File: src/gpb_pkg.sv
/*
 Package for the eight-pin port block: register offsets, field positions,
 reset values. Assumes a 32-bit APB slave with one aligned word per register.
*/
package gpb_pkg;
    localparam logic [11:0] OFF_PIN_VALUE = 12'h000;
    localparam logic [11:0] OFF_OUT_LATCH = 12'h004;
    localparam logic [11:0] OFF_DIRECTION = 12'h008;
    localparam logic [11:0] OFF_IRQ_MAIN = 12'h00C;
    localparam logic [11:0] OFF_IRQ_SECOND = 12'h010;
    localparam logic [11:0] OFF_IRQ_THIRD = 12'h014;
    localparam logic [11:0] OFF_ANALOG_SETUP = 12'h018;
    localparam logic [11:0] OFF_EVT_STATUS = 12'h01C;
    localparam logic [11:0] OFF_EVT_ENABLE = 12'h020;
    localparam logic [11:0] OFF_EVT_CLEAR = 12'h024;
    // Main control: enable at bit 3, port-change flag at bit 0
    localparam int MAIN_CHG_IE = 3;
    localparam int MAIN_CHG_IF = 0;
    localparam logic [7:0] MAIN_MASK = 8'hFB; // Bit 2 absent, bit 3 change enable kept
    // Second control: pull-up disable bit 7, change priority bit 0
    localparam int SEC_PU_DIS = 7;
    localparam int SEC_CHG_IP = 0;
    localparam logic [7:0] SEC_MASK = 8'hF5;
    localparam logic [7:0] SEC_RESET = 8'hF5;
    // Third control: ext irq two priority 7, enable 4, flag 1
    localparam int THR_EXT2_IP = 7;
    localparam int THR_EXT2_IE = 4;
    localparam int THR_EXT2_IF = 1;
    localparam logic [7:0] THR_MASK = 8'hDB;
    localparam logic [7:0] THR_RESET = 8'hC0;
    // Analog setup: config nibble low, upper two bits unimplemented
    localparam logic [7:0] ANA_MASK = 8'h3F;
    localparam logic [3:0] ANA_CFG_ALL_ANALOG = 4'h0;
    localparam logic [3:0] ANA_CFG_ALL_DIGITAL = 4'h7;
    localparam logic [7:0] DIR_RESET = 8'hFF;
    localparam logic [7:0] BYTE_ZERO = 8'h00;
    // Event bits: port change, ext irq two edge
    localparam int EVT_CHG = 0;
    localparam int EVT_EXT2 = 1;
    localparam int EVT_W = 2;
    localparam int CHG_LO = 4;
    localparam int ANA_PINS = 5;
    localparam int PIN_EXT2 = 2;
    localparam int PIN_CAP2 = 3;
    localparam int PIN_PROG = 5;
    localparam int PIN_PCLK = 6;
    localparam int PIN_PDAT = 7;
endpackage

File: src/gpb_port.sv
/*
 Eight-pin bidirectional port with pull-up, analog select, change and
 external interrupts, capture/compare and programming overrides.
 Assumes an APB master on ref_clk; pins arrive asynchronously.
*/
// Our own choices: the APB register port and the register offsets.
// Summary of operation
// - Output pins are driven from the output latch; analog select does not affect it.
// - Input pins release the driver; synced pin level reads from the pin-value register.
// - Pull-ups on inputs follow bit 7 of second control: clear enables, set disables.
// - Analog-selected low pins lose pull-up and digital input path.
// - Pins 4 to 7 detect changes only while configured as inputs.
// - Input pin 2 feeds external interrupt two in third control register.
// - Capture/compare two uses pin 3 only when its select bit is zero.
// - Routed capture/compare drives pin 3 when output, receives capture when input.
// - Low-voltage programming makes pin 5 entry-only, other functions off.
// - During programming pin 6 is serial clock, pin 7 serial data.
// - At reset low pins become analog if analog default bit is set.
// - Pull-up disable at bit 7, change priority bit 0, bits 3 and 1 absent.
// - Unimplemented control bits read as zero.
// - Output latch reads return latch contents; writes update the latch.
// - Inputs 4 to 7 compare to value captured at last pin read.
// - Mismatch keeps setting change flag until a pin read refreshes capture.
// - Pull-up is off on output pins and off during reset.
`timescale 1ns/1ps
module gpb_port
    import gpb_pkg::*;
#(
    parameter int PINS = 8
)
(
    // Clock and reset
    input wire logic ref_clk,
    input wire logic reset,
    // Configuration straps
    input wire logic analog_default_at_por,
    input wire logic capture2_pin_select,
    input wire logic low_voltage_prog_enable,
    input wire logic prog_active,
    // APB slave
    input wire logic psel,
    input wire logic penable,
    input wire logic pwrite,
    input wire logic [11:0] paddr,
    input wire logic [31:0] pwdata,
    output logic [31:0] prdata,
    output logic pready,
    output logic pslverr,
    // Pins
    input wire logic [PINS-1:0] pinIn,
    output logic [PINS-1:0] pinOut,
    output logic [PINS-1:0] pinOe,
    output logic [PINS-1:0] pullupEn,
    output logic [ANA_PINS-1:0] analogSelect,
    // Capture/compare two and programming
    input wire logic capture2CmpOut,
    output logic capture2CapIn,
    output logic prog_mode_entry,
    output logic prog_serial_clock,
    output logic prog_serial_data_in,
    input wire logic progDataOut,
    input wire logic progDataOe,
    // Interrupt
    output logic irq
);
    logic [PINS-1:0] syncA_q, syncB_q;
    logic [PINS-1:0] latch_q, dir_q, oldVal_q;
    logic [7:0] main_q, sec_q, thr_q, ana_q;
    logic [EVT_W-1:0] evtStat_q, evtEn_q;
    logic ext2Prev_q, strapSeen_q;
    logic [PINS-1:0] pinOut_d, pinOe_d, pullup_d, digIn;
    logic [ANA_PINS-1:0] anaSel;
    logic wrEn, rdEn, pinRead, mismatch, ext2Edge, hit;
    logic [31:0] rdData;

    // Two-stage pin synchroniser
    always_ff @(posedge ref_clk)
    begin
        if (reset)
        begin
            syncA_q <= BYTE_ZERO;
            syncB_q <= BYTE_ZERO;
        end
        else
        begin
            syncA_q <= pinIn;
            syncB_q <= syncA_q;
        end
    end

    assign wrEn = psel && penable && pwrite;
    assign rdEn = psel && penable && !pwrite;
    assign pinRead = rdEn && paddr == OFF_PIN_VALUE;

    // Analog select decode: config below 7 maps low pins analog
    always_comb
    begin
        for (int i = 0; i < ANA_PINS; i++)
            anaSel[i] = ana_q[3:0] < (ANA_CFG_ALL_DIGITAL - 4'(i));
    end

    // Digital input path, forced low on analog pins
    always_comb
    begin
        digIn = syncB_q;
        for (int i = 0; i < ANA_PINS; i++)
            if (anaSel[i])
                digIn[i] = 1'b0;
        if (low_voltage_prog_enable)
            digIn[PIN_PROG] = 1'b0;
        if (prog_active)
        begin
            digIn[PIN_PCLK] = 1'b0;
            digIn[PIN_PDAT] = 1'b0;
        end
    end

    // Pin drive, pull-up and override resolution
    always_comb
    begin
        pinOut_d = latch_q;
        pinOe_d = ~dir_q;
        for (int i = 0; i < PINS; i++)
            pullup_d[i] = dir_q[i] && !sec_q[SEC_PU_DIS];
        for (int i = 0; i < ANA_PINS; i++)
            if (anaSel[i])
                pullup_d[i] = 1'b0;
        if (!capture2_pin_select && !dir_q[PIN_CAP2])
            pinOut_d[PIN_CAP2] = capture2CmpOut;
        if (low_voltage_prog_enable)
        begin
            pinOe_d[PIN_PROG] = 1'b0;
            pullup_d[PIN_PROG] = 1'b0;
        end
        if (prog_active)
        begin
            pinOe_d[PIN_PCLK] = 1'b0;
            pullup_d[PIN_PCLK] = 1'b0;
            pinOe_d[PIN_PDAT] = progDataOe;
            pinOut_d[PIN_PDAT] = progDataOut;
            pullup_d[PIN_PDAT] = 1'b0;
        end
    end

    // Registered pin outputs
    always_ff @(posedge ref_clk)
    begin
        if (reset)
        begin
            pinOut <= BYTE_ZERO;
            pinOe <= BYTE_ZERO;
            pullupEn <= BYTE_ZERO;
            analogSelect <= '0;
            capture2CapIn <= 1'b0;
            prog_mode_entry <= 1'b0;
            prog_serial_clock <= 1'b0;
            prog_serial_data_in <= 1'b0;
        end
        else
        begin
            pinOut <= pinOut_d;
            pinOe <= pinOe_d;
            pullupEn <= pullup_d;
            analogSelect <= anaSel;
            capture2CapIn <= !capture2_pin_select && dir_q[PIN_CAP2] && syncB_q[PIN_CAP2];
            prog_mode_entry <= low_voltage_prog_enable && syncB_q[PIN_PROG];
            prog_serial_clock <= prog_active && syncB_q[PIN_PCLK];
            prog_serial_data_in <= prog_active && syncB_q[PIN_PDAT];
        end
    end

    // Output latch and direction; pin-value writes go to the latch
    always_ff @(posedge ref_clk)
    begin
        if (reset)
        begin
            latch_q <= BYTE_ZERO;
            dir_q <= DIR_RESET;
        end
        else if (wrEn)
        begin
            if (paddr == OFF_PIN_VALUE || paddr == OFF_OUT_LATCH)
                latch_q <= pwdata[PINS-1:0];
            if (paddr == OFF_DIRECTION)
                dir_q <= pwdata[PINS-1:0];
        end
    end

    // Analog setup; reset value taken from strap after release
    always_ff @(posedge ref_clk)
    begin
        if (reset)
        begin
            ana_q <= {BYTE_ZERO[7:4], ANA_CFG_ALL_DIGITAL};
            strapSeen_q <= 1'b0;
        end
        else if (!strapSeen_q)
        begin
            strapSeen_q <= 1'b1;
            ana_q <= {BYTE_ZERO[7:4], analog_default_at_por ? ANA_CFG_ALL_ANALOG
                                                             : ANA_CFG_ALL_DIGITAL};
        end
        else if (wrEn && paddr == OFF_ANALOG_SETUP)
            ana_q <= pwdata[7:0] & ANA_MASK;
    end

    // Value captured on each pin-value read
    always_ff @(posedge ref_clk)
    begin
        if (reset)
            oldVal_q <= BYTE_ZERO;
        else if (pinRead)
            oldVal_q <= digIn;
    end

    // Mismatch on inputs 4 to 7 only
    always_comb
    begin
        mismatch = 1'b0;
        for (int i = CHG_LO; i < PINS; i++)
            mismatch = mismatch | (dir_q[i] && digIn[i] != oldVal_q[i]);
    end

    assign ext2Edge = dir_q[PIN_EXT2] && digIn[PIN_EXT2] && !ext2Prev_q;

    // Previous level of external interrupt two input
    always_ff @(posedge ref_clk)
    begin
        if (reset)
            ext2Prev_q <= 1'b0;
        else
            ext2Prev_q <= dir_q[PIN_EXT2] && digIn[PIN_EXT2];
    end

    // Main control; hardware set wins over software clear
    always_ff @(posedge ref_clk)
    begin
        if (reset)
            main_q <= BYTE_ZERO;
        else
        begin
            if (wrEn && paddr == OFF_IRQ_MAIN)
                main_q <= pwdata[7:0] & MAIN_MASK;
            if (mismatch)
                main_q[MAIN_CHG_IF] <= 1'b1;
        end
    end

    // Second control register
    always_ff @(posedge ref_clk)
    begin
        if (reset)
            sec_q <= SEC_RESET;
        else if (wrEn && paddr == OFF_IRQ_SECOND)
            sec_q <= pwdata[7:0] & SEC_MASK;
    end

    // Third control; external two flag set wins
    always_ff @(posedge ref_clk)
    begin
        if (reset)
            thr_q <= THR_RESET;
        else
        begin
            if (wrEn && paddr == OFF_IRQ_THIRD)
                thr_q <= pwdata[7:0] & THR_MASK;
            if (ext2Edge)
                thr_q[THR_EXT2_IF] <= 1'b1;
        end
    end

    // Sticky event status, enable, write-one clear
    always_ff @(posedge ref_clk)
    begin
        if (reset)
        begin
            evtStat_q <= '0;
            evtEn_q <= '0;
        end
        else
        begin
            if (wrEn && paddr == OFF_EVT_ENABLE)
                evtEn_q <= pwdata[EVT_W-1:0];
            for (int i = 0; i < EVT_W; i++)
                if (wrEn && paddr == OFF_EVT_CLEAR && pwdata[i])
                    evtStat_q[i] <= 1'b0;
            if (mismatch)
                evtStat_q[EVT_CHG] <= 1'b1;
            if (ext2Edge)
                evtStat_q[EVT_EXT2] <= 1'b1;
        end
    end

    // Read decode
    always_comb
    begin
        rdData = 32'h0000_0000;
        hit = 1'b1;
        if (paddr == OFF_PIN_VALUE)
            rdData[PINS-1:0] = digIn;
        else if (paddr == OFF_OUT_LATCH)
            rdData[PINS-1:0] = latch_q;
        else if (paddr == OFF_DIRECTION)
            rdData[PINS-1:0] = dir_q;
        else if (paddr == OFF_IRQ_MAIN)
            rdData[7:0] = main_q;
        else if (paddr == OFF_IRQ_SECOND)
            rdData[7:0] = sec_q;
        else if (paddr == OFF_IRQ_THIRD)
            rdData[7:0] = thr_q;
        else if (paddr == OFF_ANALOG_SETUP)
            rdData[7:0] = ana_q;
        else if (paddr == OFF_EVT_STATUS)
            rdData[EVT_W-1:0] = evtStat_q;
        else if (paddr == OFF_EVT_ENABLE)
            rdData[EVT_W-1:0] = evtEn_q;
        else if (paddr == OFF_EVT_CLEAR)
            rdData = 32'h0000_0000;
        else
            hit = 1'b0;
    end

    // APB answer registered: ready one cycle after setup phase starts
    always_ff @(posedge ref_clk)
    begin
        if (reset)
        begin
            prdata <= 32'h0000_0000;
            pready <= 1'b0;
            pslverr <= 1'b0;
        end
        else
        begin
            pready <= psel && !penable;
            pslverr <= psel && !penable && !hit;
            if (psel && !penable && !pwrite)
                prdata <= rdData;
        end
    end

    // Interrupt output
    always_ff @(posedge ref_clk)
    begin
        if (reset)
            irq <= 1'b0;
        else
            irq <= |(evtStat_q & evtEn_q);
    end
endmodule

File: config.mk
export PLATFORM = sky130hd
export DESIGN_NAME = gpb_port
export DESIGN_NICKNAME = d
export VERILOG_FILES = /design/src/gpb_pkg.sv /design/src/gpb_port.sv
export SDC_FILE = /design/constraint.sdc
export NUM_CORES = 1
export LEC_CHECK = 0
export ABC_CLOCK_PERIOD_IN_PS = 2100
export BUFFER_PORTS_ARGS = -buffer_cell sky130_fd_sc_hd__buf_2
export CORE_MARGIN = 2
export CORE_UTILIZATION = 25
export DETAILED_ROUTE_END_ITERATION = 10
export PLACE_DENSITY = 0.55
export SLEW_MARGIN = 20
export SYNTH_ARGS = -nofsm -noshare
export SYNTH_HDL_FRONTEND = slang
export SYNTH_SLANG_ARGS = --single-unit
File: constraint.sdc
create_clock -name ref_clk -period 2.1 [get_ports ref_clk]
set_input_delay 0.315 -clock ref_clk [delete_from_list [all_inputs] [get_ports ref_clk]]
set_output_delay 0.315 -clock ref_clk [all_outputs]
set_load 0.01 [all_outputs]
==> out/metrics.yaml <==
status: "complete, no violations"
path_clk_slew_ns: 0.08
fillers: 1924
ff2ff_setup_slack_ns: 0.40
cp-start-kind: "input port"
cts_resized: 0
ys_seq_elements: 111
yosysWarningCount: 0
ys_types: 63
htreeDepth: 3
p_leak_nw: 2.481
fin_nets: 661
routedWlPerCell_um: 15.79
synth_area_per_cell_um2: 9.505
r2r-end: "prdata[4]"
dr.first_iter.drc_count: 253
setup_tns_ns: 0
postCtsSetupBuffers: 0
period_share: 0.8425
ys_seq_area_frac: 0.4810
worst_pin_slew_ns: 0.4630
routed_wl_mm: 13.12
die_h_um: 139.9
setup_violations: 0
initial_core_util: 0.2563
drt_pass1_iterations: 5
clockBufferDepth: 2
hp-class: "input port to register"
clock_latency_ns: 0.35
timing.hold.ws_ns: 0.1428
critPathMaxFanout: 6
ff_latch_area_mm2: 0.002222
hold_path_end: "capture2CapIn"
period_needed_ns: 1.769
grt_antenna_before_repair: 0
cts_tree: "done"
holdCritStartpoint: "capture2_pin_select"
min_path_cells: 2
ir_drop_mv: 0.4710
layout_commonest_cell: "dfxtp_1"
rsz0062_at_grt: "no"
dp_hpwl_mm: 9.744
pre_cts_ws_ns: -0.04506
clock-sinks: 111
syn_to_final_growth_pct: 25.30
r2r_cells: 6
netlist_top_cells_area: "dfxtp_1 (48%), mux2i_1 (8.7%), nor2b_1 (4.2%)"
syn_inst: 486
globalplace.congestion: 0.8111
ant_nets: 0
synth_edf_count: 0
r2r-start: "ana_q[1]"
synthFlopType: "dfxtp_1"
drc: 0
core_area_mm2: 0.01802
p_per_area_mw_per_mm2: 744.9
pin_count: 132
root_buffer: "clkbuf_16"
grt_pass1_vias: 3658
final_cell_mix: "dfxtp_1 (111), buf_2 (83), nor2_1 (49), mux2i_1 (40), buf_4 (40)"
critPathArrivalTime_ns: 2.01
crit_path_end_kind: "register"
yosysTopAreaCell: "dfxtp_1"
cap_violations: 0
grt_max_degree: 42
hold_viol_final: 0
drive_above_1_share: 0.2641
grt_pass1_wl_mm: 20.68
synth_async_sr_flop_share: 0
insertedDiodeCount: 0
multiInputGateArea_mm2: 0.002172
max_freq_ghz: 0.5652
io_buffer_count: 83
fin_worst_skew_ns: 0.007072
criticalPathCategory: "input port to register"
slew_headroom: 0.6833
rows: 49
fin_ws_ns: 0.3307
synth_top_area_share: 0.4810
dieArea_mm2: 0.01958
critPathRequiredTime_ns: 2.34
viasPerCell: 4.596
cts_made_buffers: 9
ctsHoldBuffers: 0
grt-ovfl-total: 0
synth_area_mm2: 0.004619
grt_use_total: 0.1359
slew_violations: 0
vias: 3819
die_w_um: 139.9
-- cell usage after synthesis, drive strengths merged (4+ instances only) --
cell type    n
a211oi       8
a21oi       21
and3        10
buf         31
clkbuf      17
dfxtp      111
inv          9
mux2i       40
nand2       32
nand3       18
nor2        50
nor2b       31
nor3         7
nor3b        5
nor4         5
nor4b        5
o21a         4
o21ai       22
o22ai        4
-- power by group --
part | internal [mW] | switching, mW | total (mW)
clock | 0.980 | 0.840 | 1.82
sequential | 2.14 | 0.0153 | 2.16
combinational | 0.124 | 0.209 | 0.333
total | 3.25 | 1.06 | 4.31
-- sequential cells by signal, summed over array words and instances (netlist names), 7 cells and up --
| signal | cells |
|---|---|
| dir_q | 8 |
| latch_q | 8 |
| main_q | 7 |
| pinOe | 8 |
| pinOut | 8 |
| prdata | 8 |
| pullupEn | 8 |
| syncA_q | 8 |
| syncB_q | 8 |
-- critical path, cell delays in order --
cell	delay, ns
buf_2	0.12
or4_4	0.57
nor4_4	0.33
nor3b_4	0.27
buf_12	0.16
mux2i_1	0.18
nand2_1	0.06
-- final cells by class --
cell class,instances,share of cell area
clock buffer,10,0.04129
clock inverter,6,0.01362
inverter,9,0.005837
multi-input combinational,341,0.3753
sequential,111,0.3839
tap,229,0.04950
timing repair buffer,125,0.1306
-- how the worst max path moves through the flow --
stage	from	endpoint
after CTS	paddr[9]	sec_q[0]
after global routing	paddr[9]	sec_q[0]
after detailed placement	paddr[9]	sec_q[2]
final	paddr[9]	sec_q[0]
after global placement	paddr[9]	sec_q[4]
after floorplan	paddr[5]	sec_q[0]
-- per-layer routing --
metal / part of all wire / track usage
met3: 0.050 / 0.03179
met5: 0 / 0
met4: 0.020 / 0.04211
met2: 0.48 / 0.2228
met1: 0.45 / 0.1779
-- logic make-up after synthesis --
logic type	Yosys count	share of synthesized area
buffers and inverters	57	0.06744
AOI/OAI and AO/OA	89	0.1265
muxes	41	0.08911
other	1	0.0008118
DFF	111	0.4810
and+or+nand+nor	183	0.2275
xor gates and xnor gates	4	0.007585
-- stage by stage --
stage	instances	area [µm²]	total power, mW	util
2_1_floorplan	509	4706	2.420	-
3_3_place_gp	815	5470	2.541	0.3035
3_5_place_dp	815	5470	2.542	0.3035
4_1_cts	831	5788	4.357	0.3211
5_1_grt	831	5788	4.474	0.3211
6_report	831	5788	4.311	0.3211
Note: power is estimated with default switching activity, not from simulation.
